File: config.mk
export PLATFORM = sky130hd
export DESIGN_NAME = clock_and_stopwatch_timer
export DESIGN_NICKNAME = d
export VERILOG_FILES = /design/src/tbc_pkg.sv /design/src/clock_and_stopwatch_timer.sv /design/src/stopwatch_core.sv
export SDC_FILE = /design/constraint.sdc
export NUM_CORES = 1
export LEC_CHECK = 0
export ABC_AREA = 0
export BUFFER_PORTS_ARGS = -buffer_cell sky130_fd_sc_hd__buf_2
export CORE_MARGIN = 2
export CORE_UTILIZATION = 38
export DETAILED_ROUTE_END_ITERATION = 10
export PLACE_DENSITY_LB_ADDON = 0.2
export SLEW_MARGIN = 10
export SYNTH_ARGS = -nofsm -noshare
export SYNTH_HDL_FRONTEND = slang
export SYNTH_SLANG_ARGS = --single-unit
File: constraint.sdc
create_clock -name clk_sys_in -period 6.1 [get_ports clk_sys_in]
set_input_delay 0.915 -clock clk_sys_in [delete_from_list [all_inputs] [get_ports clk_sys_in]]
set_output_delay 0.915 -clock clk_sys_in [all_outputs]
set_load 0.01 [all_outputs]
File: src/tbc_pkg.sv
// Purpose: shared constants and types for the clock and stopwatch timer block
// Assumes: 125 MHz system clock, axi4-lite register access, 32-bit data
// Notes:   register offsets are byte addresses of 4 times the printed index
package tbc_pkg;

   localparam int unsigned CLK_HZ        = 125000000;
   localparam int unsigned TICK_HZ       = 256;
   // default tick divide; long counts shortened via top parameter
   localparam int unsigned TICK_DIV      = CLK_HZ / TICK_HZ;

   // printed register indices
   localparam logic [11:0] IDX_CLK_VAL   = 12'h2e0;
   localparam logic [11:0] IDX_SW_LO     = 12'h2e1;
   localparam logic [11:0] IDX_SW_HI     = 12'h2e2;
   localparam logic [11:0] IDX_SW_EN     = 12'h2e6;
   localparam logic [11:0] IDX_CLK_EN    = 12'h2e8;
   localparam logic [11:0] IDX_CLK_FLG   = 12'h2e9;
   localparam logic [11:0] IDX_SW_FLG    = 12'h2ea;
   localparam logic [11:0] IDX_CTRL      = 12'h2ee;
   localparam int unsigned ADDR_W        = 14;

   // control register fields
   localparam int unsigned CTRL_CLK_CLR  = 3;
   localparam int unsigned CTRL_SW_RUN   = 2;
   localparam int unsigned CTRL_SW_CLR   = 1;

   // clock counter tap positions (bit0 = 128 Hz)
   localparam int unsigned TAP_32        = 2;
   localparam int unsigned TAP_8         = 4;
   localparam int unsigned TAP_2         = 6;
   localparam int unsigned TAP_LO        = 3;

   localparam logic [3:0]  BCD_MAX       = 4'h9;
   localparam logic [3:0]  NIB_RST       = 4'h0;
   localparam logic [1:0]  RESP_OKAY     = 2'b00;
   localparam logic [1:0]  RESP_SLVERR   = 2'b10;

   typedef struct packed {
      logic [3:0] hundredths_digit;
      logic [3:0] tenths_digit;
   } sw_digits_t;

   typedef struct packed {
      logic       sw10_carry;
      logic       sw1_carry;
   } sw_events_t;

endpackage
File: src/clock_and_stopwatch_timer.sv
// Purpose: clock timer and stopwatch timer with axi4-lite register access
// Assumes: single 125 MHz clock; software honours read-only-in-di advice
// Notes:   flags are read-to-clear; hardware set wins over read clear
//
// Contract
// - clock timer is a seven-bit counter advanced by the 256 Hz tick.
// - top four stages 16..2 Hz read-only, reset to zero.
// - three clock interrupt enables for 32, 8, 2 Hz, reset to zero.
// - clock flags set on tap falling edge regardless of enable.
// - clock flags clear on read, ignore writes, reset to zero.
// - writing 1 to clock clear zeroes counter; bit reads zero.
// - 2 Hz tap is exported as watchdog clock.
// - stopwatch is two cascaded bcd digits from an approx 100 Hz step.
// - low digit steps every 2 or 3 ticks giving 25 or 26 tick carries.
// - high digit sees 25 and 26 tick periods in 4:6 ratio.
// - digit roll from 9 to 0 sets matching stopwatch flag.
// - two stopwatch enables for 10 Hz and 1 Hz, reset to zero.
// - stopwatch flags clear on read, ignore writes; read with interrupts off.
// - both digits readable bcd, writes ignored, reset to zero.
// - writing 1 to stopwatch clear zeroes digits; bit reads zero.
// - run bit starts and stops counting, holds digits, resets to zero.
`timescale 1ns/1ns
`default_nettype none
module clock_and_stopwatch_timer #(
   parameter int unsigned TICK_DIV = tbc_pkg::TICK_DIV
) (
   input  wire logic                      clk_sys_in,
   input  wire logic                      rst_n_in,
   input  wire logic [tbc_pkg::ADDR_W-1:0] s_axi_awaddr,
   input  wire logic                      s_axi_awvalid,
   output logic                           s_axi_awready,
   input  wire logic [31:0]               s_axi_wdata,
   input  wire logic [3:0]                s_axi_wstrb,
   input  wire logic                      s_axi_wvalid,
   output logic                           s_axi_wready,
   output logic [1:0]                     s_axi_bresp,
   output logic                           s_axi_bvalid,
   input  wire logic                      s_axi_bready,
   input  wire logic [tbc_pkg::ADDR_W-1:0] s_axi_araddr,
   input  wire logic                      s_axi_arvalid,
   output logic                           s_axi_arready,
   output logic [31:0]                    s_axi_rdata,
   output logic [1:0]                     s_axi_rresp,
   output logic                           s_axi_rvalid,
   input  wire logic                      s_axi_rready,
   output logic                           irq_out,
   output logic                           wdt_clk_2hz_out
);
   typedef enum logic [1:0] {WR_IDLE = 2'b00, WR_RESP = 2'b01} wr_state_t;

   logic [31:0]         div_ff;
   logic                tick_ff;
   logic [6:0]          ctr_ff;
   logic [6:0]          nxt_ctr;
   logic [2:0]          clk_en_ff;
   logic [2:0]          clk_flg_ff;
   logic [1:0]          sw_en_ff;
   logic [1:0]          sw_flg_ff;
   logic                run_ff;
   logic                aw_got_ff;
   logic                w_got_ff;
   logic [tbc_pkg::ADDR_W-1:0] awaddr_ff;
   logic [31:0]         wdata_ff;
   logic [3:0]          wstrb_ff;
   wr_state_t           wr_state_ff;
   logic                wr_do;
   logic                wr_hit;
   logic [11:0]         wr_idx;
   logic [11:0]         rd_idx;
   logic                rd_do;
   logic                clk_clr;
   logic                sw_clr;
   logic [2:0]          clk_fall;
   logic                rd_clk_flg;
   logic                rd_sw_flg;
   logic [3:0]          rd_val;
   logic                rd_hit;
   tbc_pkg::sw_digits_t digits;
   tbc_pkg::sw_events_t sw_ev;

   // 256 Hz tick divider
   always_ff @(posedge clk_sys_in or negedge rst_n_in) begin
      if (!rst_n_in) begin
         div_ff  <= 32'h0;
         tick_ff <= 1'b0;
      end else if (div_ff == TICK_DIV - 1) begin
         div_ff  <= 32'h0;
         tick_ff <= 1'b1;
      end else begin
         div_ff  <= div_ff + 32'h1;
         tick_ff <= 1'b0;
      end
   end

   // write channel capture, either order
   assign wr_do  = aw_got_ff & w_got_ff & (wr_state_ff == WR_IDLE);
   assign wr_idx = awaddr_ff[tbc_pkg::ADDR_W-1:2];
   assign wr_hit = wr_do & wstrb_ff[0];

   always_ff @(posedge clk_sys_in or negedge rst_n_in) begin
      if (!rst_n_in) begin
         aw_got_ff   <= 1'b0;
         w_got_ff    <= 1'b0;
         awaddr_ff   <= '0;
         wdata_ff    <= 32'h0;
         wstrb_ff    <= 4'h0;
         wr_state_ff <= WR_IDLE;
         s_axi_bvalid <= 1'b0;
         s_axi_bresp  <= tbc_pkg::RESP_OKAY;
      end else begin
         if (s_axi_awvalid && s_axi_awready) begin
            aw_got_ff <= 1'b1;
            awaddr_ff <= s_axi_awaddr;
         end
         if (s_axi_wvalid && s_axi_wready) begin
            w_got_ff <= 1'b1;
            wdata_ff <= s_axi_wdata;
            wstrb_ff <= s_axi_wstrb;
         end
         case (wr_state_ff)
            WR_IDLE: begin
               if (wr_do) begin
                  wr_state_ff  <= WR_RESP;
                  s_axi_bvalid <= 1'b1;
                  s_axi_bresp  <= (wr_idx == tbc_pkg::IDX_SW_EN ||
                                   wr_idx == tbc_pkg::IDX_CLK_EN ||
                                   wr_idx == tbc_pkg::IDX_CTRL ||
                                   wr_idx == tbc_pkg::IDX_CLK_VAL ||
                                   wr_idx == tbc_pkg::IDX_SW_LO ||
                                   wr_idx == tbc_pkg::IDX_SW_HI ||
                                   wr_idx == tbc_pkg::IDX_CLK_FLG ||
                                   wr_idx == tbc_pkg::IDX_SW_FLG) ?
                                  tbc_pkg::RESP_OKAY : tbc_pkg::RESP_SLVERR;
               end
            end
            WR_RESP: begin
               if (s_axi_bready) begin
                  wr_state_ff  <= WR_IDLE;
                  s_axi_bvalid <= 1'b0;
                  aw_got_ff    <= 1'b0;
                  w_got_ff     <= 1'b0;
               end
            end
            default: wr_state_ff <= WR_IDLE;
         endcase
      end
   end

   always_ff @(posedge clk_sys_in or negedge rst_n_in) begin
      if (!rst_n_in) begin
         s_axi_awready <= 1'b0;
         s_axi_wready  <= 1'b0;
      end else begin
         s_axi_awready <= ~aw_got_ff & ~(s_axi_awvalid & s_axi_awready);
         s_axi_wready  <= ~w_got_ff & ~(s_axi_wvalid & s_axi_wready);
      end
   end

   // strobes: clears are write-only pulses, reads always return zero
   assign clk_clr = wr_hit & (wr_idx == tbc_pkg::IDX_CTRL) &
                    wdata_ff[tbc_pkg::CTRL_CLK_CLR];
   assign sw_clr  = wr_hit & (wr_idx == tbc_pkg::IDX_CTRL) &
                    wdata_ff[tbc_pkg::CTRL_SW_CLR];

   // clock timer
   assign nxt_ctr = clk_clr ? 7'h0 : (tick_ff ? ctr_ff + 7'h1 : ctr_ff);
   always_ff @(posedge clk_sys_in or negedge rst_n_in) begin
      if (!rst_n_in)
         ctr_ff <= 7'h0;
      else
         ctr_ff <= nxt_ctr;
   end

   // a clear can drop a high tap, which counts as a falling edge
   assign clk_fall = {ctr_ff[tbc_pkg::TAP_2]  & ~nxt_ctr[tbc_pkg::TAP_2],
                      ctr_ff[tbc_pkg::TAP_8]  & ~nxt_ctr[tbc_pkg::TAP_8],
                      ctr_ff[tbc_pkg::TAP_32] & ~nxt_ctr[tbc_pkg::TAP_32]};

   always_ff @(posedge clk_sys_in or negedge rst_n_in) begin
      if (!rst_n_in)
         wdt_clk_2hz_out <= 1'b0;
      else
         wdt_clk_2hz_out <= nxt_ctr[tbc_pkg::TAP_2];
   end

   // enables and run bit
   always_ff @(posedge clk_sys_in or negedge rst_n_in) begin
      if (!rst_n_in) begin
         clk_en_ff <= 3'h0;
         sw_en_ff  <= 2'h0;
         run_ff    <= 1'b0;
      end else if (wr_hit) begin
         if (wr_idx == tbc_pkg::IDX_CLK_EN)
            clk_en_ff <= wdata_ff[2:0];
         if (wr_idx == tbc_pkg::IDX_SW_EN)
            sw_en_ff <= wdata_ff[1:0];
         if (wr_idx == tbc_pkg::IDX_CTRL)
            run_ff <= wdata_ff[tbc_pkg::CTRL_SW_RUN];
      end
   end

   stopwatch_core u_sw (
      .clk_sys_in (clk_sys_in),
      .rst_n_in   (rst_n_in),
      .tick_in    (tick_ff),
      .run_in     (run_ff),
      .clear_in   (sw_clr),
      .digits_out (digits),
      .events_out (sw_ev)
   );

   // read channel
   assign rd_do = s_axi_arvalid & s_axi_arready;
   assign rd_idx = s_axi_araddr[tbc_pkg::ADDR_W-1:2];
   assign rd_clk_flg = rd_do & (rd_idx == tbc_pkg::IDX_CLK_FLG);
   assign rd_sw_flg  = rd_do & (rd_idx == tbc_pkg::IDX_SW_FLG);

   always_comb begin
      rd_hit = 1'b1;
      rd_val = 4'h0;
      case (rd_idx)
         tbc_pkg::IDX_CLK_VAL: rd_val = ctr_ff[6:tbc_pkg::TAP_LO];
         tbc_pkg::IDX_SW_LO:   rd_val = digits.hundredths_digit;
         tbc_pkg::IDX_SW_HI:   rd_val = digits.tenths_digit;
         tbc_pkg::IDX_SW_EN:   rd_val = {2'b00, sw_en_ff};
         tbc_pkg::IDX_CLK_EN:  rd_val = {1'b0, clk_en_ff};
         tbc_pkg::IDX_CLK_FLG: rd_val = {1'b0, clk_flg_ff};
         tbc_pkg::IDX_SW_FLG:  rd_val = {2'b00, sw_flg_ff};
         tbc_pkg::IDX_CTRL:    rd_val = {1'b0, run_ff, 2'b00};
         default:              rd_hit = 1'b0;
      endcase
   end

   always_ff @(posedge clk_sys_in or negedge rst_n_in) begin
      if (!rst_n_in) begin
         s_axi_arready <= 1'b0;
         s_axi_rvalid  <= 1'b0;
         s_axi_rdata   <= 32'h0;
         s_axi_rresp   <= tbc_pkg::RESP_OKAY;
      end else begin
         if (rd_do) begin
            s_axi_arready <= 1'b0;
            s_axi_rvalid  <= 1'b1;
            s_axi_rdata   <= {28'h0, rd_val};
            s_axi_rresp   <= rd_hit ? tbc_pkg::RESP_OKAY : tbc_pkg::RESP_SLVERR;
         end else if (s_axi_rvalid && s_axi_rready) begin
            s_axi_rvalid  <= 1'b0;
         end else if (!s_axi_rvalid && !s_axi_arready) begin
            s_axi_arready <= 1'b1;
         end
      end
   end

   // flags: set wins over read clear so no event is lost
   always_ff @(posedge clk_sys_in or negedge rst_n_in) begin
      if (!rst_n_in) begin
         clk_flg_ff <= 3'h0;
         sw_flg_ff  <= 2'h0;
      end else begin
         clk_flg_ff <= (rd_clk_flg ? 3'h0 : clk_flg_ff) | clk_fall;
         sw_flg_ff  <= (rd_sw_flg ? 2'h0 : sw_flg_ff) |
                       {sw_ev.sw1_carry, sw_ev.sw10_carry};
      end
   end

   always_ff @(posedge clk_sys_in or negedge rst_n_in) begin
      if (!rst_n_in)
         irq_out <= 1'b0;
      else
         irq_out <= |(clk_flg_ff & clk_en_ff) | |(sw_flg_ff & sw_en_ff);
   end

   // checks
   chk_flag_on_fall: assert property (@(posedge clk_sys_in) disable iff (!rst_n_in)
      clk_fall[0] |=> clk_flg_ff[0]) else $error("32 Hz flag not set");
   chk_flag_rd_clear: assert property (@(posedge clk_sys_in) disable iff (!rst_n_in)
      rd_clk_flg && clk_fall == 3'h0 |=> clk_flg_ff == 3'h0)
      else $error("clock flags not cleared by read");
   chk_clr_zeroes: assert property (@(posedge clk_sys_in) disable iff (!rst_n_in)
      clk_clr |=> ctr_ff == 7'h0) else $error("clock clear failed");
   chk_tick_adv: assert property (@(posedge clk_sys_in) disable iff (!rst_n_in)
      tick_ff && !clk_clr |=> ctr_ff == $past(ctr_ff) + 7'h1)
      else $error("clock counter did not advance");
   chk_stop_holds: assert property (@(posedge clk_sys_in) disable iff (!rst_n_in)
      !run_ff && !sw_clr |=> $stable(digits)) else $error("stopped stopwatch moved");
   chk_sw_bcd: assert property (@(posedge clk_sys_in) disable iff (!rst_n_in)
      digits.hundredths_digit <= 4'h9 && digits.tenths_digit <= 4'h9)
      else $error("digit not bcd");
   chk_sw_carry_flag: assert property (@(posedge clk_sys_in) disable iff (!rst_n_in)
      sw_ev.sw10_carry |=> sw_flg_ff[0]) else $error("10 Hz flag missed");
   chk_irq_gate: assert property (@(posedge clk_sys_in) disable iff (!rst_n_in)
      (clk_flg_ff & clk_en_ff) == 3'h0 && (sw_flg_ff & sw_en_ff) == 2'h0 |=> !irq_out)
      else $error("irq without enabled flag");
   chk_sw_clear: assert property (@(posedge clk_sys_in) disable iff (!rst_n_in)
      sw_clr |=> digits == '0) else $error("stopwatch clear failed");
   cov_clk_fall2: cover property (@(posedge clk_sys_in) disable iff (!rst_n_in) clk_fall[2]);
   cov_sw_wrap: cover property (@(posedge clk_sys_in) disable iff (!rst_n_in) sw_ev.sw1_carry);
   cov_irq: cover property (@(posedge clk_sys_in) disable iff (!rst_n_in) irq_out);
endmodule
`default_nettype wire

File: src/stopwatch_core.sv
// Purpose: two-digit bcd stopwatch counting approximate 1/100 s steps
// Assumes: tick_in is a one-cycle 256 Hz enable on clk_sys_in
// Notes:   step pattern 2,3 ticks yields 25/26 tick carries in 4:6 mix
`timescale 1ns/1ns
`default_nettype none
module stopwatch_core (
   input  wire logic                clk_sys_in,
   input  wire logic                rst_n_in,
   input  wire logic                tick_in,
   input  wire logic                run_in,
   input  wire logic                clear_in,
   output var  tbc_pkg::sw_digits_t digits_out,
   output var  tbc_pkg::sw_events_t events_out
);
   logic [1:0] sub_ff;
   logic [3:0] lo_ff;
   logic [3:0] hi_ff;
   logic [1:0] step_len;
   logic       step;
   logic       lo_wrap;
   logic       hi_wrap;

   // within one tenth: odd hundredths take 3 ticks, even 2 (5 x 5 = 25);
   // six tenths get one extra tick on hundredths 8 -> 26 (6 of 10)
   always_comb begin
      if (lo_ff[0])
         step_len = 2'd3;
      else if (lo_ff == 4'h8 && hi_ff != 4'h0 && hi_ff != 4'h3 &&
               hi_ff != 4'h5 && hi_ff != 4'h8)
         step_len = 2'd3;
      else
         step_len = 2'd2;
   end
   // 10 tenths: 4 use 25 ticks (hi = 0,3,5,8), 6 use 26: total 256
   assign step    = run_in & tick_in & (sub_ff == step_len - 2'd1);
   assign lo_wrap = step & (lo_ff == tbc_pkg::BCD_MAX);
   assign hi_wrap = lo_wrap & (hi_ff == tbc_pkg::BCD_MAX);

   always_ff @(posedge clk_sys_in or negedge rst_n_in) begin
      if (!rst_n_in) begin
         sub_ff <= 2'd0;
      end else if (clear_in || step) begin
         sub_ff <= 2'd0;
      end else if (run_in && tick_in) begin
         sub_ff <= sub_ff + 2'd1;
      end
   end

   always_ff @(posedge clk_sys_in or negedge rst_n_in) begin
      if (!rst_n_in) begin
         lo_ff <= tbc_pkg::NIB_RST;
         hi_ff <= tbc_pkg::NIB_RST;
      end else if (clear_in) begin
         lo_ff <= tbc_pkg::NIB_RST;
         hi_ff <= tbc_pkg::NIB_RST;
      end else if (step) begin
         lo_ff <= lo_wrap ? tbc_pkg::NIB_RST : lo_ff + 4'h1;
         if (lo_wrap)
            hi_ff <= hi_wrap ? tbc_pkg::NIB_RST : hi_ff + 4'h1;
      end
   end

   always_ff @(posedge clk_sys_in or negedge rst_n_in) begin
      if (!rst_n_in) begin
         events_out <= '0;
      end else begin
         events_out.sw10_carry <= lo_wrap;
         events_out.sw1_carry  <= hi_wrap;
      end
   end

   assign digits_out.hundredths_digit = lo_ff;
   assign digits_out.tenths_digit     = hi_ff;
endmodule
`default_nettype wire

Yosys cells after proc, flatten, opt, wreduce, memory -nomap -nowiden

Cells that the tools add are included.

Output and inout bits: 43
RAM bits: 0
Memory bits (read-only): 0
Bits in latches: 0
Memories kept: 0
Flip-flop bits (word level): 101
Word-level logic and storage cells: 173

Add/subtract/negate cells: 6
Reduce and logical (&&, ||, !) cells: 39
Bitwise gates (word level): 32
Muxes and demuxes: 38
Multiply operators: 0
Equality and inequality tests: 28
Shift-type cells: 0
$lt $le $gt $ge: 0
Div/mod/pow operators: 0

Operator list:

| operator                                                                | number |
|---|---|
| 12-bit by 10-bit equality test with 1-bit output, second input constant | 16 |
| 32-bit by 1-bit adder with 32-bit output, second input constant         | 1 |
| 32-bit by 19-bit equality test with 1-bit output, second input constant | 1 |
| 32-bit 2-to-1 mux                                                       | 1 |
| 4-bit one-hot mux with 8 select lines                                   | 1 |
| 4-bit 2-to-1 mux                                                        | 7 |
| 1-bit AND                                                               | 20 |
| 1-bit 2-to-1 mux                                                        | 17 |
| 2-bit 2-to-1 mux                                                        | 7 |
| 7-bit 2-to-1 mux                                                        | 2 |
| 2-bit AND reduction                                                     | 7 |
| 2-bit nonzero test                                                      | 7 |
| 4-bit equality test, second input constant                              | 3 |
| 1-bit logical AND                                                       | 9 |
| 4-bit by 1-bit adder with 4-bit output, second input constant           | 2 |
| 1-bit logical OR                                                        | 8 |
| 8-bit OR reduction                                                      | 1 |
| 7-bit by 1-bit adder with 7-bit output, second input constant           | 1 |
| 1-bit inverter                                                          | 7 |
| 2-bit inequality test, second input constant                            | 3 |
| 4-bit by 2-bit inequality test with 1-bit output, second input constant | 1 |
| 4-bit by 3-bit inequality test with 1-bit output, second input constant | 1 |
| 4-bit inequality test, second input constant                            | 1 |
| 2-bit one-hot mux with 2 select lines                                   | 1 |
| other kinds (17)                                                        | 18 |

Logic depth before layout (Yosys ltp)

Word-level depth: 16
Mapped depth: 9

Hierarchy

From an unflattened synthesis, not the netlist that was laid out.

Cells, all modules: 468
Area total of the unflattened synthesis: 4973.5 um^2

By module, submodules not included:

| module                    | instances | cells each | area each (um^2) | sequential area each (um^2) |
|---|---|---|---|---|
| clock_and_stopwatch_timer | 1         | 378        | 4126.5           | 2052.0 |
| stopwatch_core            | 1         | 90         | 847.1            | 300.3 |

Worst setup path before layout

Ideal clock, no wire load.

Path type: input -> register
From: in s_axi_araddr[10] in the netlist's numbering
To: reg clk_flg_ff[0]
Buffers on the path: 0
Data arrival time: 1.979 ns
Stages on the path: 5
Slack: 4.000 ns
Path through: nor4b_1 -> nand4_1 -> nor3_1 -> nand3_1 -> a22o_1

Cells in the longest elaborated chain, start to end: 4

Ends and longest elaborated chain:

| what                                             | RTL line                         | source |
|---|---|---|
| from (decl)                                      | clock_and_stopwatch_timer.sv:39  | `input wire logic [tbc_pkg::ADDR_W-1:0] s_axi_araddr,` |
| 12-bit by 10-bit equality test with 1-bit output | clock_and_stopwatch_timer.sv:215 | `assign rd_clk_flg = rd_do & (rd_idx == tbc_pkg::IDX_CLK_FLG);` |
| 1-bit AND                                        | clock_and_stopwatch_timer.sv:215 |  |
| 3-bit 2-to-1 mux                                 | clock_and_stopwatch_timer.sv:260 | `clk_flg_ff <= (rd_clk_flg ? 3'h0 : clk_flg_ff) \| clk_fall;` |
| 3-bit OR                                         | clock_and_stopwatch_timer.sv:260 |  |
| to (signal assigned)                             | clock_and_stopwatch_timer.sv:260 |  |
| to (decl)                                        | clock_and_stopwatch_timer.sv:56  | `logic [2:0] clk_flg_ff;` |

Every way passes these cells.
A chain may end at the register's enable or synchronous reset.

Final worst setup path

From: reg u_sw.hi_ff[1]
To: reg u_sw.hi_ff[2]

Cells in the longest elaborated chain, start to end: 16
Elaborated cells on any way between the ends: 24

Ends and longest elaborated chain:

| what                                        | RTL line             | source |
|---|---|---|
| from (decl)                                 | stopwatch_core.sv:17 | `logic [3:0] hi_ff;` |
| from (signal assigned)                      | stopwatch_core.sv:52 | `hi_ff <= tbc_pkg::NIB_RST;` |
| from (signal assigned)                      | stopwatch_core.sv:55 | `hi_ff <= tbc_pkg::NIB_RST;` |
| from (signal assigned)                      | stopwatch_core.sv:59 | `hi_ff <= hi_wrap ? tbc_pkg::NIB_RST : hi_ff + 4'h1;` |
| 4-bit nonzero test                          | stopwatch_core.sv:28 | `else if (lo_ff == 4'h8 && hi_ff != 4'h0 && hi_ff != 4'h3 &&` |
| 1-bit logical AND (3 in series)             | stopwatch_core.sv:28 |  |
| 1-bit logical AND                           | stopwatch_core.sv:29 | `hi_ff != 4'h5 && hi_ff != 4'h8)` |
| 1-bit 2-to-1 mux                            | stopwatch_core.sv:28 |  |
| 1-bit 2-to-1 mux                            | stopwatch_core.sv:26 | `if (lo_ff[0])` |
| 2-bit by 1-bit subtractor with 2-bit output | stopwatch_core.sv:35 | `assign step = run_in & tick_in & (sub_ff == step_len - 2'd1);` |
| 2-bit equality test                         | stopwatch_core.sv:35 |  |
| 1-bit AND                                   | stopwatch_core.sv:35 |  |
| 1-bit AND                                   | stopwatch_core.sv:36 | `assign lo_wrap = step & (lo_ff == tbc_pkg::BCD_MAX);` |
| 1-bit AND                                   | stopwatch_core.sv:37 | `assign hi_wrap = lo_wrap & (hi_ff == tbc_pkg::BCD_MAX);` |
| 4-bit 2-to-1 mux                            | stopwatch_core.sv:59 |  |
| 4-bit 2-to-1 mux                            | stopwatch_core.sv:58 | `if (lo_wrap)` |
| 4-bit 2-to-1 mux                            | stopwatch_core.sv:56 | `end else if (step) begin` |
| 4-bit 2-to-1 mux                            | stopwatch_core.sv:53 | `end else if (clear_in) begin` |

Parallel ways exist; a longest one is shown, timed or not. The select of a mux whose other input is x is not followed.

==> flow_summary.ini <==
[outcome]
outcome = completed

[detailed_routing]
routedWlPerCell_um = 13.2
drtIter0Drc = 205
drtPass1Iterations = 4
vias = 3162
vias_per_cell = 4.93
ant_nets = 0
drc = 0
wirelength_mm = 8.48

[sta]
clock_skew_ns = 0.00791
fmax_mhz = 403
drv_slew = 0
finalSetupViolCount = 0
rsz0062_at_grt = no
finalCriticalPeriod_ns = 2.48
worst-slew-pin-transition_ns = 1.03
tns_ns = 0
relSlewSlack_pct = 31.4
layout_setup_ws_ns = 3.62
hold_viol = 0
finalCritPeriodShare_pct = 40.7

[cells_and_area]
multi_input_area_um2 = 2050
instances_no_fill = 642
nNetsFinal = 570
num_antenna_cells = 0
seqCellArea_um2 = 2350
area_delta_synth_final_pct = 12.9
final_common_cell = dfrtp_1
fin_util_pct = 43.7
layout_common_cells = 94 x dfrtp_1, 47 x buf_2, 39 x nor2_1, 34 x nand2_1, 30 x conb_1
drive_gt1_share_pct = 19.4
fillCellCount = 1137
final_area_um2 = 5230

[placed_design]
dpl.hpwl_mm = 6.16
place_ws_ns = 3.64
placed_area_um2 = 4910
place_inst = 626
gp_congestion = 0.798
io_buffers = 48

[floorplan]
num_rows = 40
die_x_um = 114
core_area_um2 = 12000
start_util_pct = 38.7
die_y_um = 114
dieArea_um2 = 13100
ios = 114

[synth]
yosys-mux-area-fraction_pct = 7.86
synth_area_um2 = 4630
synth.avg_cell_area_um2 = 10.5
synth_edf_count = 0
seq_area_frac_synth_pct = 50.8
synth-simple-area-share_pct = 17.8
synth_cells = 439
synthFlopType = dfrtp_1
synth_top_family_by_area = simple AND/OR/NAND/NOR gates
synth-compound-area-share_pct = 6.86
ys_seq_elements = 94
ys_warn_count = 0
synthXorXnorAreaFrac_pct = 7.00
async_flop_share_pct = 100
yosysUniqueCellTypes = 46
synthAdderAreaFrac_pct = 2.43

[global_route]
grt_pass1_vias = 3075
grt_start_max_net_pins = 85
grt.overflow.total = 0
gr-usage-all-layers_pct = 14.0
grt_pass1_wl_mm = 14.6
antenna_found_initial = 0

[critical_path]
endpoint_kind = flip-flop
start_kind = flip-flop
cp_slowest_cell = a211oi_2
crit_required_ns = 6.30
critPathMaxFanout = 11
slowest_delay_ns = 0.62
path_cells = inv_1 -> ha_1 -> mux2i_1 -> o2111ai_1 -> a211o_1 -> a211oi_2 -> a21bo_2 -> a21oi_1
crit_type = flip-flop to flip-flop
worstPathArrival_ns = 2.68

[clocking]
cts.sinks = 94
clock_latency_ns = 0.33
clk_path_buf_depth = 2
numCtsBuffers = 9
cts-root-buf = clkbuf_16
ctsResizeCount = 0
clk_pin_slew_ns = 0.06
cts_tree = yes
post-cts-setup-buffers = 0
ctsHoldBuffers = 0
h-tree-depth = 3

[worst_hold_path]
hold_class = primary input to async pin

[power]
p_per_area_nw_per_um2 = 293
irDropWorstVdd_uv = 244
power_leakage_uw = 0.00246

[flow_run]
max-cap-violations = 0
==> report_power, final <==
| group | switching, uW | internal, uW | leakage (uW) |
|---|---|---|---|
| combinational | 97.9 | 92.3 | 0.00108 |
| sequential | 51.5 | 703 | 0.00123 |
| clock | 230 | 358 | 0.000152 |
| total | 379 | 1150 | 0.00246 |
==> metrics by stage <==
step / total power (uW) / hold WS [ns]
2_1_floorplan: 900 / 0.404
3_3_place_gp: 952 / 0.413
3_5_place_dp: 960 / 0.426
4_1_cts: 1560 / 0.401
5_1_grt: 1620 / 0.401
6_report: 1530 / 0.408
==> registers in the layout, indices dropped and copies added (netlist names), 2 cells and up <==
signal,count
awaddr_ff,12
u_sw.lo_ff,4
sw_en_ff,2
u_sw.hi_ff,4
u_sw.sub_ff,2
sw_flg_ff,2
u_sw.events_out,2
wdata_ff,4
s_axi_rdata,4
clk_en_ff,3
div_ff,32
ctr_ff,7
clk_flg_ff,3
==> kinds of logic after synthesis <==
| kind of cell | after synthesis |
|---|---|
| other | 1 |
| buffers and inverters | 57 |
| AND/OR/NAND/NOR | 160 |
| AO/OA/AOI/OAI | 50 |
| XOR/XNOR | 37 |
| flip-flops | 94 |
| multiplexers | 31 |
| adder cells (fa/ha/maj) | 9 |
==> final timing paths <==
path,endpoint,from,slack [ns],cells past startpoint
max,u_sw.hi_ff[2]$_DFFE_PN0P_,u_sw.hi_ff[1]$_DFFE_PN0P_,3.62,8
min,s_axi_rvalid$_DFFE_PN0P_,rst_n_in,0.41,1
max reg2reg,u_sw.hi_ff[2]$_DFFE_PN0P_,u_sw.hi_ff[1]$_DFFE_PN0P_,3.62,8
min reg2reg,sw_flg_ff[0]$_DFF_PN0_,u_sw.events_out[1]$_DFF_PN0_,0.43,1
max in group asynchronous,div_ff[25]$_DFF_PN0_,rst_n_in,4.45,2
min in group clk_sys_in,sw_flg_ff[0]$_DFF_PN0_,u_sw.events_out[1]$_DFF_PN0_,0.43,1
==> worst max-delay path: cells and delay by family, from the launching register on <==
kind | cells | cell delay, ns
AOI/OAI and AO/OA | 5 | 1.45
adders and majority gates | 1 | 0.21
buffers and inverters | 1 | 0.09
DFF | 1 | 0.44
muxes | 1 | 0.15
==> synth_stat cells (all sizes together), types with 2 or more instances <==
library cell / number / area, um^2
a21bo: 2 / 20.0
a21o: 2 / 15.0
a21oi: 19 / 95.1
a22o: 2 / 17.5
a22oi: 5 / 37.5
and2: 2 / 12.5
and3: 10 / 62.6
and4: 3 / 26.3
buf: 33 / 243
clkbuf: 5 / 18.8
dfrtp: 94 / 2350
ha: 9 / 113
inv: 19 / 71.3
mux2: 23 / 259
mux2i: 6 / 60.1
mux4: 2 / 45.0
nand2: 34 / 128
nand2b: 6 / 37.5
nand3: 22 / 110
nand3b: 3 / 22.5
nand4: 10 / 62.6
nand4b: 2 / 17.5
nor2: 39 / 146
nor2b: 4 / 25.0
nor3: 10 / 50.1
nor4: 8 / 62.6
o21ai: 12 / 60.1
or4b: 2 / 20.0
xnor2: 21 / 184
xor2: 16 / 140
==> final cells by class <==
type                    instances  share of cell area, %
repair buffers                 49                   4.79
flip-flops and latches         94                   45.0
clock inverters                 6                   1.65
well taps                     147                   3.52
clock buffers                  10                   4.38
multi-input cells             317                   39.3
inverters                      19                   1.36
==> routing by layer <==
metal	routed length [um]	track usage, %	up-vias	part of all wire [%]
met2	3890	21.9	84	46
met4	42	3.17	0	0.50
met3	357	4.13	4	4.2
met1	4190	19.3	1513	49
li1	-	-	1561	-
met5	0	0	-	0
(Power assumes the default switching activity.)
